===== src/rtl/drpc_pkg.sv =====
// constants and types for the reference profile configuration block
package drpc_pkg;

  // word index of each register, byte address is four times the index
  localparam int IDX_W = 12;
  localparam logic [IDX_W-1:0] IDX_REF_CTRL = 12'h440;
  localparam logic [IDX_W-1:0] IDX_BW_LOW = 12'h441;
  localparam logic [IDX_W-1:0] IDX_BW_MID = 12'h442;
  localparam logic [IDX_W-1:0] IDX_BW_TOP = 12'h443;
  localparam logic [IDX_W-1:0] IDX_INT_LOW = 12'h444;
  localparam logic [IDX_W-1:0] IDX_INT_MID = 12'h445;
  localparam logic [IDX_W-1:0] IDX_INT_TOP = 12'h446;
  localparam logic [IDX_W-1:0] IDX_NUM_LOW = 12'h447;
  localparam logic [IDX_W-1:0] IDX_NUM_MID = 12'h448;
  localparam logic [IDX_W-1:0] IDX_NUM_HIGH = 12'h449;
  localparam logic [IDX_W-1:0] IDX_MOD_LOW = 12'h44a;
  localparam logic [IDX_W-1:0] IDX_MOD_MID = 12'h44b;
  localparam logic [IDX_W-1:0] IDX_MOD_HIGH = 12'h44c;

  // bus layout
  localparam int DATA_W = 32;
  localparam int BYTE_W = 8;
  localparam int WORD_LSB = 2;
  localparam int IDX_TOP_BIT = WORD_LSB + IDX_W;
  localparam logic [1:0] RESP_OKAY = 2'h0;
  localparam logic [1:0] RESP_SLVERR = 2'h2;

  // field widths
  localparam int BW_W = 17;
  localparam int INT_W = 18;
  localparam int FRAC_W = 24;
  localparam int PRIO_W = 2;

  // field positions inside the byte registers
  localparam int REF_EN_BIT = 0;
  localparam int PRIO_LSB = 1;
  localparam int BW_TOP_BIT = 0;
  localparam int FILT_BIT = 1;
  localparam int INT_TOP_W = 2;

  // reset values
  localparam logic [BW_W-1:0] BW_RST = 17'h0;
  localparam logic [INT_W-1:0] INT_RST = 18'h0;
  localparam logic [FRAC_W-1:0] FRAC_RST = 24'h0;
  localparam logic [PRIO_W-1:0] PRIO_RST = 2'h0;
  localparam logic FILT_RST = 1'b0;
  localparam logic REF_EN_RST = 1'b0;

  // write and read channel states, one-hot
  typedef enum logic [1:0] {
    DRPC_WR_IDLE = 2'h1,
    DRPC_WR_RESP = 2'h2
  } drpc_wst_t;

  typedef enum logic [1:0] {
    DRPC_RD_IDLE = 2'h1,
    DRPC_RD_DATA = 2'h2
  } drpc_rst_t;

endpackage


===== src/rtl/drpc_frac_div.sv =====
// fractional feedback divider ratio sequencer
`timescale 1ns/1ps
`default_nettype none
module drpc_frac_div #(
  parameter int INT_W = drpc_pkg::INT_W,
  parameter int FRAC_W = drpc_pkg::FRAC_W
) (
  input wire logic aclk, // system clock
  input wire logic aresetn, // synchronous reset, low active
  input wire logic ce, // clock enable, freezes state when low
  input wire logic fb_tick, // one feedback cycle ends
  input wire logic [INT_W-1:0] int_field, // divisor minus one
  input wire logic [FRAC_W-1:0] num, // fraction numerator
  input wire logic [FRAC_W-1:0] modulus, // fraction modulus, zero bypasses
  output logic [INT_W:0] ratio, // divide ratio of the next feedback cycle
  output logic carry // this cycle took the extra count
);

  localparam logic [INT_W:0] STEP_ONE = (INT_W+1)'(1);
  localparam logic [INT_W:0] STEP_TWO = (INT_W+1)'(2);

  // refuse widths the accumulator cannot serve
  if (INT_W < 1 || FRAC_W < 1 || FRAC_W > 31)
  begin : g_chk
    $error("drpc_frac_div: unsupported width");
  end

  typedef struct packed {
    logic [FRAC_W:0] acc;
    logic [INT_W:0] ratio;
    logic carry;
  } drpc_fd_st_t;

  localparam drpc_fd_st_t ST_RST = '{acc: '0, ratio: STEP_ONE, carry: 1'b0};

  drpc_fd_st_t s_q;
  drpc_fd_st_t s_d;
  logic [FRAC_W:0] sum;

  // accumulate numerator once per feedback cycle
  always_comb
  begin
    s_d = s_q;
    sum = s_q.acc + {1'b0, num};
    if (fb_tick)
    begin
      if (modulus == '0)
      begin
        s_d.acc = '0;
        s_d.carry = 1'b0;
        s_d.ratio = {1'b0, int_field} + STEP_ONE;
      end
      else if (sum >= {1'b0, modulus})
      begin
        s_d.acc = sum - {1'b0, modulus};
        s_d.carry = 1'b1;
        s_d.ratio = {1'b0, int_field} + STEP_TWO;
      end
      else
      begin
        s_d.acc = sum;
        s_d.carry = 1'b0;
        s_d.ratio = {1'b0, int_field} + STEP_ONE;
      end
    end
  end

  // state register
  always_ff @(posedge aclk)
  begin
    if (!aresetn)
      s_q <= ST_RST;
    else if (ce)
      s_q <= s_d;
  end

  assign ratio = s_q.ratio;
  assign carry = s_q.carry;
endmodule
`default_nettype wire


===== src/rtl/drpc_top.sv =====
// axi4-lite register bank for the first loop reference profile
`timescale 1ns/1ps
`default_nettype none
module drpc_top #(
  parameter int ADDR_W = 16
) (
  input wire logic aclk, // system clock, 125 mhz
  input wire logic aresetn, // synchronous reset, low active
  input wire logic ce, // clock enable, freezes state when low
  input wire logic [ADDR_W-1:0] s_axi_awaddr, // write address
  input wire logic s_axi_awvalid, // write address valid
  output logic s_axi_awready, // write address ready
  input wire logic [31:0] s_axi_wdata, // write data
  input wire logic [3:0] s_axi_wstrb, // write byte strobes
  input wire logic s_axi_wvalid, // write data valid
  output logic s_axi_wready, // write data ready
  output logic [1:0] s_axi_bresp, // write response
  output logic s_axi_bvalid, // write response valid
  input wire logic s_axi_bready, // write response ready
  input wire logic [ADDR_W-1:0] s_axi_araddr, // read address
  input wire logic s_axi_arvalid, // read address valid
  output logic s_axi_arready, // read address ready
  output logic [31:0] s_axi_rdata, // read data
  output logic [1:0] s_axi_rresp, // read response
  output logic s_axi_rvalid, // read data valid
  input wire logic s_axi_rready, // read data ready
  input wire logic fb_tick, // feedback cycle boundary from loop
  output logic lock_permit, // loop may lock to first reference
  output logic [1:0] ref_priority, // first reference priority level
  output logic [16:0] bw_scale, // loop bandwidth, 0.1 hz units
  output logic filter_high_pm, // high phase margin filter chosen
  output logic [17:0] int_div_field, // integer divisor minus one
  output logic [23:0] frac_numerator, // fraction numerator
  output logic [23:0] frac_modulus, // fraction modulus
  output logic frac_bypass, // fractional divider bypassed
  output logic [18:0] fb_ratio, // divide ratio for next feedback cycle
  output logic fb_carry // feedback cycle took the extra count
);

  localparam int BW = drpc_pkg::BYTE_W;
  localparam int IW = drpc_pkg::IDX_W;

  // refuse an address bus too narrow for the map
  if (ADDR_W <= drpc_pkg::IDX_TOP_BIT)
  begin : g_chk
    $error("drpc_top: ADDR_W too small for the register map");
  end

  typedef struct packed {
    drpc_pkg::drpc_wst_t wst;
    logic aw_held;
    logic [IW-1:0] aw_idx;
    logic aw_hit;
    logic w_held;
    logic [BW-1:0] w_byte;
    logic w_lane;
    logic awready;
    logic wready;
    logic bvalid;
    logic [1:0] bresp;
    drpc_pkg::drpc_rst_t rst;
    logic arready;
    logic rvalid;
    logic [31:0] rdata;
    logic [1:0] rresp;
    logic ref_en;
    logic [drpc_pkg::PRIO_W-1:0] prio;
    logic [drpc_pkg::BW_W-1:0] bw;
    logic filt;
    logic [drpc_pkg::INT_W-1:0] ndiv;
    logic [drpc_pkg::FRAC_W-1:0] num;
    logic [drpc_pkg::FRAC_W-1:0] modulus;
    logic bypass;
  } drpc_st_t;

  localparam drpc_st_t ST_RST = '{
    wst: drpc_pkg::DRPC_WR_IDLE, aw_held: 1'b0, aw_idx: '0, aw_hit: 1'b0,
    w_held: 1'b0, w_byte: '0, w_lane: 1'b0, awready: 1'b1, wready: 1'b1,
    bvalid: 1'b0, bresp: drpc_pkg::RESP_OKAY, rst: drpc_pkg::DRPC_RD_IDLE,
    arready: 1'b1, rvalid: 1'b0, rdata: '0, rresp: drpc_pkg::RESP_OKAY,
    ref_en: drpc_pkg::REF_EN_RST, prio: drpc_pkg::PRIO_RST, bw: drpc_pkg::BW_RST,
    filt: drpc_pkg::FILT_RST, ndiv: drpc_pkg::INT_RST, num: drpc_pkg::FRAC_RST,
    modulus: drpc_pkg::FRAC_RST, bypass: 1'b1};

  drpc_st_t s_q;
  drpc_st_t s_d;

  // word index of a byte address
  function automatic logic [IW-1:0] addr_idx(input logic [ADDR_W-1:0] a);
    return a[drpc_pkg::IDX_TOP_BIT-1:drpc_pkg::WORD_LSB];
  endfunction

  // address falls on a mapped register
  function automatic logic addr_hit(input logic [ADDR_W-1:0] a);
    logic [IW-1:0] i;
    i = addr_idx(a);
    return (a[ADDR_W-1:drpc_pkg::IDX_TOP_BIT] == '0)
      && (i >= drpc_pkg::IDX_REF_CTRL) && (i <= drpc_pkg::IDX_MOD_HIGH);
  endfunction

  // byte image of a register, reserved bits zero
  function automatic logic [BW-1:0] reg_byte(input drpc_st_t s, input logic [IW-1:0] i);
    logic [BW-1:0] b;
    b = '0;
    case (i)
      drpc_pkg::IDX_REF_CTRL:
      begin
        b[drpc_pkg::REF_EN_BIT] = s.ref_en;
        b[drpc_pkg::PRIO_LSB +: drpc_pkg::PRIO_W] = s.prio;
      end
      drpc_pkg::IDX_BW_LOW: b = s.bw[0 +: BW];
      drpc_pkg::IDX_BW_MID: b = s.bw[BW +: BW];
      drpc_pkg::IDX_BW_TOP:
      begin
        b[drpc_pkg::BW_TOP_BIT] = s.bw[drpc_pkg::BW_W-1];
        b[drpc_pkg::FILT_BIT] = s.filt;
      end
      drpc_pkg::IDX_INT_LOW: b = s.ndiv[0 +: BW];
      drpc_pkg::IDX_INT_MID: b = s.ndiv[BW +: BW];
      drpc_pkg::IDX_INT_TOP: b[drpc_pkg::INT_TOP_W-1:0] = s.ndiv[2*BW +: drpc_pkg::INT_TOP_W];
      drpc_pkg::IDX_NUM_LOW: b = s.num[0 +: BW];
      drpc_pkg::IDX_NUM_MID: b = s.num[BW +: BW];
      drpc_pkg::IDX_NUM_HIGH: b = s.num[2*BW +: BW];
      drpc_pkg::IDX_MOD_LOW: b = s.modulus[0 +: BW];
      drpc_pkg::IDX_MOD_MID: b = s.modulus[BW +: BW];
      drpc_pkg::IDX_MOD_HIGH: b = s.modulus[2*BW +: BW];
      default: b = '0;
    endcase
    return b;
  endfunction

  logic wr_fire;
  assign wr_fire = ce && s_q.wst == drpc_pkg::DRPC_WR_IDLE && s_q.aw_held && s_q.w_held
    && s_q.aw_hit && s_q.w_lane;

  // bus channels and register updates
  always_comb
  begin
    s_d = s_q;
    // address and data taken in either order
    if (s_axi_awvalid && s_q.awready)
    begin
      s_d.aw_held = 1'b1;
      s_d.aw_idx = addr_idx(s_axi_awaddr);
      s_d.aw_hit = addr_hit(s_axi_awaddr);
      s_d.awready = 1'b0;
    end
    if (s_axi_wvalid && s_q.wready)
    begin
      s_d.w_held = 1'b1;
      s_d.w_byte = s_axi_wdata[BW-1:0];
      s_d.w_lane = s_axi_wstrb[0];
      s_d.wready = 1'b0;
    end
    case (s_q.wst)
      drpc_pkg::DRPC_WR_IDLE:
      begin
        if (s_q.aw_held && s_q.w_held)
        begin
          if (s_q.aw_hit && s_q.w_lane)
          begin
            case (s_q.aw_idx)
              drpc_pkg::IDX_REF_CTRL:
              begin
                s_d.ref_en = s_q.w_byte[drpc_pkg::REF_EN_BIT];
                s_d.prio = s_q.w_byte[drpc_pkg::PRIO_LSB +: drpc_pkg::PRIO_W];
              end
              drpc_pkg::IDX_BW_LOW: s_d.bw[0 +: BW] = s_q.w_byte;
              drpc_pkg::IDX_BW_MID: s_d.bw[BW +: BW] = s_q.w_byte;
              drpc_pkg::IDX_BW_TOP:
              begin
                s_d.bw[drpc_pkg::BW_W-1] = s_q.w_byte[drpc_pkg::BW_TOP_BIT];
                s_d.filt = s_q.w_byte[drpc_pkg::FILT_BIT];
              end
              drpc_pkg::IDX_INT_LOW: s_d.ndiv[0 +: BW] = s_q.w_byte;
              drpc_pkg::IDX_INT_MID: s_d.ndiv[BW +: BW] = s_q.w_byte;
              drpc_pkg::IDX_INT_TOP:
                s_d.ndiv[2*BW +: drpc_pkg::INT_TOP_W] = s_q.w_byte[drpc_pkg::INT_TOP_W-1:0];
              drpc_pkg::IDX_NUM_LOW: s_d.num[0 +: BW] = s_q.w_byte;
              drpc_pkg::IDX_NUM_MID: s_d.num[BW +: BW] = s_q.w_byte;
              drpc_pkg::IDX_NUM_HIGH: s_d.num[2*BW +: BW] = s_q.w_byte;
              drpc_pkg::IDX_MOD_LOW: s_d.modulus[0 +: BW] = s_q.w_byte;
              drpc_pkg::IDX_MOD_MID: s_d.modulus[BW +: BW] = s_q.w_byte;
              drpc_pkg::IDX_MOD_HIGH: s_d.modulus[2*BW +: BW] = s_q.w_byte;
              default: s_d.ref_en = s_q.ref_en;
            endcase
          end
          s_d.bresp = s_q.aw_hit ? drpc_pkg::RESP_OKAY : drpc_pkg::RESP_SLVERR;
          s_d.bvalid = 1'b1;
          s_d.aw_held = 1'b0;
          s_d.w_held = 1'b0;
          s_d.wst = drpc_pkg::DRPC_WR_RESP;
        end
      end
      drpc_pkg::DRPC_WR_RESP:
      begin
        if (s_axi_bready)
        begin
          s_d.bvalid = 1'b0;
          s_d.awready = 1'b1;
          s_d.wready = 1'b1;
          s_d.wst = drpc_pkg::DRPC_WR_IDLE;
        end
      end
      default: s_d.wst = drpc_pkg::DRPC_WR_IDLE;
    endcase
    s_d.bypass = (s_d.modulus == '0);
    // read channel, data one edge after the address
    case (s_q.rst)
      drpc_pkg::DRPC_RD_IDLE:
      begin
        if (s_axi_arvalid)
        begin
          s_d.arready = 1'b0;
          s_d.rvalid = 1'b1;
          s_d.rdata = {{(drpc_pkg::DATA_W-BW){1'b0}},
            reg_byte(s_q, addr_idx(s_axi_araddr))};
          s_d.rresp = addr_hit(s_axi_araddr) ? drpc_pkg::RESP_OKAY : drpc_pkg::RESP_SLVERR;
          s_d.rst = drpc_pkg::DRPC_RD_DATA;
        end
      end
      drpc_pkg::DRPC_RD_DATA:
      begin
        if (s_axi_rready)
        begin
          s_d.rvalid = 1'b0;
          s_d.arready = 1'b1;
          s_d.rst = drpc_pkg::DRPC_RD_IDLE;
        end
      end
      default: s_d.rst = drpc_pkg::DRPC_RD_IDLE;
    endcase
  end

  // state register
  always_ff @(posedge aclk)
  begin
    if (!aresetn)
      s_q <= ST_RST;
    else if (ce)
      s_q <= s_d;
  end

  // outputs straight from the state register
  assign s_axi_awready = s_q.awready;
  assign s_axi_wready = s_q.wready;
  assign s_axi_bvalid = s_q.bvalid;
  assign s_axi_bresp = s_q.bresp;
  assign s_axi_arready = s_q.arready;
  assign s_axi_rvalid = s_q.rvalid;
  assign s_axi_rdata = s_q.rdata;
  assign s_axi_rresp = s_q.rresp;
  assign lock_permit = s_q.ref_en;
  assign ref_priority = s_q.prio;
  assign bw_scale = s_q.bw;
  assign filter_high_pm = s_q.filt;
  assign int_div_field = s_q.ndiv;
  assign frac_numerator = s_q.num;
  assign frac_modulus = s_q.modulus;
  assign frac_bypass = s_q.bypass;

  drpc_frac_div #(
    .INT_W(drpc_pkg::INT_W),
    .FRAC_W(drpc_pkg::FRAC_W)
  ) u_frac (
    .aclk(aclk),
    .aresetn(aresetn),
    .ce(ce),
    .fb_tick(fb_tick),
    .int_field(s_q.ndiv),
    .num(s_q.num),
    .modulus(s_q.modulus),
    .ratio(fb_ratio),
    .carry(fb_carry)
  );
endmodule
`default_nettype wire


===== config.mk =====
export PLATFORM = sky130hd
export DESIGN_NAME = drpc_top
export DESIGN_NICKNAME = d
export VERILOG_FILES = /design/src/rtl/drpc_pkg.sv /design/src/rtl/drpc_frac_div.sv /design/src/rtl/drpc_top.sv
export SDC_FILE = /design/constraint.sdc
export NUM_CORES = 1
export LEC_CHECK = 0
export ABC_AREA = 1
export BUFFER_PORTS_ARGS = -buffer_cell sky130_fd_sc_hd__buf_2
export CAP_MARGIN = 5
export CORE_AREA = 3 3 162 164
export CTS_CLUSTER_DIAMETER = 60
export CTS_CLUSTER_SIZE = 10
export DETAILED_ROUTE_END_ITERATION = 6
export DIE_AREA = 0 0 165 167
export GPL_TIMING_DRIVEN = 0
export PLACE_DENSITY = 0.77
export RECOVER_POWER = 25
export SLEW_MARGIN = 20
export SYNTH_ARGS = -nofsm -noshare
export SYNTH_HDL_FRONTEND = slang
export SYNTH_SLANG_ARGS = --single-unit

===== constraint.sdc =====
create_clock -name aclk -period 3.54 [get_ports aclk]
set_clock_uncertainty 0.2 [all_clocks]
set_input_delay 0.354 -clock aclk [delete_from_list [all_inputs] [get_ports aclk]]
set_output_delay 0.354 -clock aclk [all_outputs]
set_load 0.01 [all_outputs]

[Word level (Yosys, flattened, before mapping)]
Index checks and enable logic that the tools add are counted.
Operators by class
  add/sub/neg operators: 4
  reduce and logical (&&, ||, !) cells: 33
  multiplexer cells: 31
  eq/ne operators: 34
  magnitude comparators: 5
Operators by type and width (count)
  $eq A12 B11 Y1 const B: 26
  $mux W45: 2
  $mux W24: 3
  $pmux W5 S10: 1
  $reduce_and A5 Y1: 10
  $logic_not A24 Y1: 2
  $mux W38: 1
  $pmux W2 S13: 1
  $add A25 B24 Y25: 1
  $ge A25 B24 Y1: 1
  $sub A25 B24 Y25: 1
  $ge A12 B11 Y1 const B: 2
  $le A12 B11 Y1 const B: 2
  $mux W8: 3
  $add A18 B1 Y19 const B: 1
  $add A18 B2 Y19 const B: 1
  $mux W14: 1
  $pmux W2 S2: 3
  $reduce_and A3 Y1: 4
  $pmux W1 S11: 1
  $mux W10: 1
  $mux W3: 3
  $logic_and A1 B1 Y1: 8
  $mux W2: 4
  other kinds (11): 24
Word-level totals
  output and inout port bits: 149
  register bits: 178
  word-level logic and storage cells: 140
  input port bits: 77

[Longest topological paths before layout]
  depth after elaboration: 6
  mapped depth: 27
  depth with buffers taken out: 26

[By module]
Synthesis repeated with hierarchy kept, for this count alone.
Unflattened totals
  cells, all modules: 2073
  area, all modules: 13279.0 sq um
Modules (own cells, without submodules)
  drpc_top: cells an instance 1027, instances 1, area each 7184.4 sq um, seq. area each 2622.5 sq um
  drpc_frac_div: cells an instance 1046, instances 1, area each 6094.6 sq um, seq. area each 900.9 sq um

[Least setup slack after synthesis]
OpenSTA, ideal clock, no wires.
  path kind: register to register
  start point: register s_q (netlist bit frac_numerator[0])
  end point: register u_frac.s_q (netlist bit u_frac.ratio[15])
  setup time: 0.109 ns
  cell stages (with the launch flop): 24
  arrival time: 3.278 ns
  path slack: -0.047 ns
  cells stage by stage: dfxtp_1 -> ha_1 -> fa_1 -> nand3_1 -> nand3_1 -> nand2_1 -> nand2_2 -> nand2_1 -> nand2_1 -> xnor2_1 -> inv_1 -> ha_1 -> nand2_1 -> inv_1 -> nand2_1 -> nor2_1 -> a31oi_2 -> nand3_4 -> buf_6 -> buf_6 -> nand3_1 -> nand3_1 -> nand2_1 -> inv_1
On the way
  longest elaborated chain between the ends: 4
Ends and longest elaborated chain
  start, declared: RTL line drpc_top.sv:85  | drpc_st_t s_q;
  start signal, assigned: RTL line drpc_top.sv:239  | s_q <= ST_RST;
  start signal, assigned: RTL line drpc_top.sv:241  | s_q <= s_d;
  $add A25 B24 Y25: RTL line drpc_frac_div.sv:44  | sum = s_q.acc + {1'b0, num};
  $ge A25 B24 Y1: RTL line drpc_frac_div.sv:53  | else if (sum >= {1'b0, modulus})
  $mux W45: RTL line drpc_frac_div.sv:53
  $mux W45: RTL line drpc_frac_div.sv:47  | if (modulus == '0)
  end signal, assigned: RTL line drpc_frac_div.sv:72  | s_q <= ST_RST;
  end signal, assigned: RTL line drpc_frac_div.sv:74  | s_q <= s_d;
  end, declared: RTL line drpc_frac_div.sv:36  | drpc_fd_st_t s_q;
No other way between the ends.
A chain may end at the register's enable or synchronous reset.

[Worst setup path in the final report]
  start point: register u_frac.s_q[22] (netlist bit)
  end point: register u_frac.s_q[42] (netlist bit)
On the way
  longest elaborated chain between the ends: 4
Ends and longest elaborated chain (RTL line)
  $add A25 B24 Y25 (*): drpc_frac_div.sv:44
  $sub A25 B24 Y25 / $ge A25 B24 Y1 (equally long branches): drpc_frac_div.sv:55, drpc_frac_div.sv:53
  $mux W45 (*): drpc_frac_div.sv:53
  $mux W45 (*): drpc_frac_div.sv:47
Every way passes the cells marked *; elsewhere a longest branch is shown, timed or not.

==> flow_summary.ini <==
[setup_path]
worst-path-max-fanout = 6
worstPathCellList = ha_4, a21oi_4, nand2_2, buf_4, xor2_1, ha_1, a21oi_1, o21ai_1, a21oi_2, inv_1, nand2_1, nand3_1, nand2_1, nand2_1, o21ai_2, nor2_1, nor2_1
ff2ff_path_depth = 17
reg2reg_to = u_frac.s_q[42]
crit_top_cell = sky130_fd_sc_hd__nand2_1
crit_path_end_kind = flop
worstPathBufferInverterCount = 2
worst_path_dominant_cell_family = compound AO/OA/AOI/OAI gates
register_to_register_setup_slack_ps = -570
slowest_delay_ps = 600
data_required_time_of_the_critical_path_ps = 3720
worst-setup-path-type = flop to flop
startpoint_type = flop
rr_startpoint = u_frac.s_q[22]
worstPathArrival_ps = 4280
critical-path-slowest-cell = sky130_fd_sc_hd__xor2_1

[routing]
length_of_the_first_detailed_routing_pass_in_iterations = 7
postRouteWirelength_mm = 52.5
dr.first_iter.drc_count = 1698
viasPerCell = 5.82
detail_route.wl_per_cell_um = 19.9
remaining_drc_errors = 1
num_vias = 15300
antenna_violating_nets_post_route = 0

[yosys]
yosys_warnings = 0
syn-cell-area_um2 = 12900
synth_cell_type_count = 49
synth_edf_count = 0
synth.top_cell.area_share = 0.272
ys_seq_area_frac = 0.272
synth_common_cells = sky130_fd_sc_hd__nand2_1, sky130_fd_sc_hd__inv_1, sky130_fd_sc_hd__nor2_1
post_synthesis_sequential_element_count = 176
netlist.top_cell.by_area = sky130_fd_sc_hd__dfxtp_1
yosysMostFrequentCell = sky130_fd_sc_hd__nand2_1
synthArstFlopShare = 0
synth_area_leaders = sky130_fd_sc_hd__dfxtp_1, sky130_fd_sc_hd__nand2_1, sky130_fd_sc_hd__buf_4
synth.avg_cell_area_um2 = 6.44
post_synth_inst_count = 2011
synth_ff_type = sky130_fd_sc_hd__dfxtp_1

[min_path]
whs_endpoint = s_q[141]
holdPathStages = 4
timing.hold.worst.class = primary input to flop
hold_path_startpoint = s_axi_awaddr[15]

[run_status]
violations_in_the_final_reports = DRC, hold timing, setup timing
status = finished, violations left

[clock_tree]
clkSlewWorstSetupHoldPaths_ps = 80
clock_sink_count = 176
cts_root_buf = sky130_fd_sc_hd__clkbuf_16
htree_levels = 4
clk_latency_ps = 460
cts_tree = yes
numCtsBuffers = 17
cts-root-to-sink-buffers = 2

[global_routing]
grt_pass1_vias = 14300
antenna_found_initial = 1
grt.total_usage = 0.355
grt_first_pass_wirelength_mm = 76.6
overflow_left_after_global_routing = 0
grt_max_degree = 20

[layout]
final_nets = 2421
instances_no_fill = 2635
layout-area-overhead-vs-synth_pct = 31.9
layout.filler_cells = 2121
proportion_of_layout_cells_with_a_drive_suffix_above_1 = 0.282
antenna_cells = 0

[timing]
hold_ws_ps = -9.29
max-slew-margin-rel = 0.297
period_minus_slack_ps = 4110
setup_viol = 45
least_setup_slack_across_all_paths_after_layout_ps = -567
max_clock_freq_mhz = 243
hold_viol_final = 2
timing.setup.tns_ps = -17250
finalMaxSlewViolations = 0
rsz_0062_raised_after_global_routing = yes
fin_crit_share = 1.16
worst_slew_pin_slew_ps = 1050

[pwr]
cellPowerDensity_nw_per_um2 = 718
p_leak_nw = 8.02
irDropWorstVdd_uv = 558

[flow_run]
drv.max_cap_violation_count = 0

[place]
io_buffer_count = 168
half_perimeter_wire_length_of_the_detailed_placement_result_mm = 37.0
gp_congestion = 1.05
dp_cells = 2534

[floorplanning]
die_height_um = 167
floorplan.core_area_um2 = 25000
die_x_um = 165
start_util = 0.517
die-area_um2 = 27600
rows = 58
pin_count = 226
==> sequential cells by signal (all words and copies together), names as in the netlist <==
name and count:
s_axi_rvalid 1, s_axi_wready 1, lock_permit 1, u_frac.s_q 25, int_div_field 18, s_axi_bresp 1, filter_high_pm 1, u_frac.ratio 19
s_axi_bvalid 1, u_frac.carry 1, frac_bypass 1, s_axi_rdata 8, s_axi_arready 1, frac_numerator 24, s_axi_rresp 1, frac_modulus 24
s_axi_awready 1, ref_priority 2, s_q 28, bw_scale 17
==> worst min-delay path: cells and delay by family <==
kind,cells,cell delay [ps]
AO/OA/AOI/OAI,1,60
AND/OR/NAND/NOR,2,120
buffers and inverters,1,80
==> power breakdown <==
group	leakage (nW)	internal [mW]	switching, mW
registers	1.45	2.15	0.176
clock network	0.285	0.950	0.981
logic	6.29	3.27	4.73
==> routing by layer <==
layer	track usage	wire length (um)	vias to the layer above
li1	-	-	7031
met1	0.444	19500	6922
met2	0.552	22900	1068
met3	0.0731	5780	305
met4	0.223	4380	2
met5	0	8	-
==> cell usage in the layout (no fill, tap or decap), types with 6 or more instances in the layout <==
cell / n
sky130_fd_sc_hd__nand3_2: 21
sky130_fd_sc_hd__xor2_1: 27
sky130_fd_sc_hd__ha_1: 13
sky130_fd_sc_hd__o21ai_1: 6
sky130_fd_sc_hd__nand3_4: 10
sky130_fd_sc_hd__o21bai_1: 8
sky130_fd_sc_hd__o21ai_0: 148
sky130_fd_sc_hd__nand2_2: 56
sky130_fd_sc_hd__nor3_1: 22
sky130_fd_sc_hd__o211ai_1: 6
sky130_fd_sc_hd__inv_2: 12
sky130_fd_sc_hd__nand4_1: 59
sky130_fd_sc_hd__nand3_1: 83
sky130_fd_sc_hd__clkbuf_16: 20
sky130_fd_sc_hd__nor2_2: 10
sky130_fd_sc_hd__a211oi_1: 26
sky130_fd_sc_hd__nand2_4: 23
sky130_fd_sc_hd__clkbuf_1: 91
sky130_fd_sc_hd__nor3_4: 6
sky130_fd_sc_hd__dfxtp_2: 12
sky130_fd_sc_hd__dfxtp_1: 153
sky130_fd_sc_hd__nor2_4: 12
sky130_fd_sc_hd__dfxtp_4: 11
sky130_fd_sc_hd__a21oi_1: 151
sky130_fd_sc_hd__o21ai_2: 6
sky130_fd_sc_hd__a21oi_2: 30
sky130_fd_sc_hd__clkbuf_4: 10
sky130_fd_sc_hd__buf_4: 181
sky130_fd_sc_hd__nand2_1: 297
sky130_fd_sc_hd__dlygate4sd3_1: 8
sky130_fd_sc_hd__nor4_1: 6
sky130_fd_sc_hd__buf_2: 131
sky130_fd_sc_hd__conb_1: 26
sky130_fd_sc_hd__inv_1: 267
sky130_fd_sc_hd__ha_4: 36
sky130_fd_sc_hd__nor2_1: 176
sky130_fd_sc_hd__o22ai_1: 42
sky130_fd_sc_hd__xnor2_1: 14
==> repair_timing <==
| action | 4_1_cts | 5_1_grt |
|---|---|---|
| setup buffers | 41 | 16 |
| endpoints found under the hold margin | 9 | 0 |
| pin swaps | 69 | 72 |
| endpoints found under the setup margin | 45 | 45 |
| hold buffers | 8 | 0 |
| cloned | 2 | 2 |
| resized for setup | 226 | 139 |
==> final cells by class <==
class / instances / area [um^2] / share of cell area
plain buffers: 203 / 1370 / 0.0804
inverters: 285 / 1070 / 0.0629
clock buffers: 17 / 425 / 0.0249
clock inverters: 15 / 168 / 0.00982
multi-input cells: 1372 / 8640 / 0.506
well taps: 330 / 413 / 0.0242
repair buffers: 237 / 1410 / 0.0825
flip-flops and latches: 176 / 3580 / 0.210
==> cells by family after synthesis <==
| logic type | synth area share |
|---|---|
| compound gates | 0.186 |
| fa+ha+maj | 0.0514 |
| other cells | 0.000290 |
| xor+xnor | 0.0352 |
| simple gates | 0.270 |
| flops | 0.272 |
| buf+inv | 0.185 |
==> worst max path at each step <==
stage	start	end	slack, ps	cells past startpoint
4_1_cts	frac_numerator[0]	u_frac.s_q[43]	-170	22
2_1_floorplan	frac_numerator[0]	u_frac.s_q[41]	30	24
6_report	u_frac.s_q[22]	u_frac.s_q[42]	-570	17
5_1_grt	u_frac.s_q[22]	u_frac.s_q[32]	-620	16
3_5_place_dp	frac_numerator[2]	u_frac.s_q[32]	-1040	18
3_3_place_gp	frac_numerator[2]	u_frac.s_q[32]	-1050	18
==> per-stage QoR <==
stage | instance area (um^2) | hold slack, ps | util | power (mW) | worst slack (ps)
after floorplan | 13100 | 228 | - | 5.83 | 27.5
after global placement | 14300 | 249 | 0.571 | 7.15 | -1050
after detailed placement | 14300 | 250 | 0.571 | 7.19 | -1040
after CTS | 16400 | 3.75 | 0.656 | 10.8 | -165
after global routing | 17100 | 4.52 | 0.682 | 12.8 | -618
final | 17100 | -9.29 | 0.682 | 12.3 | -567
Power figures use the tool's default switching activity.
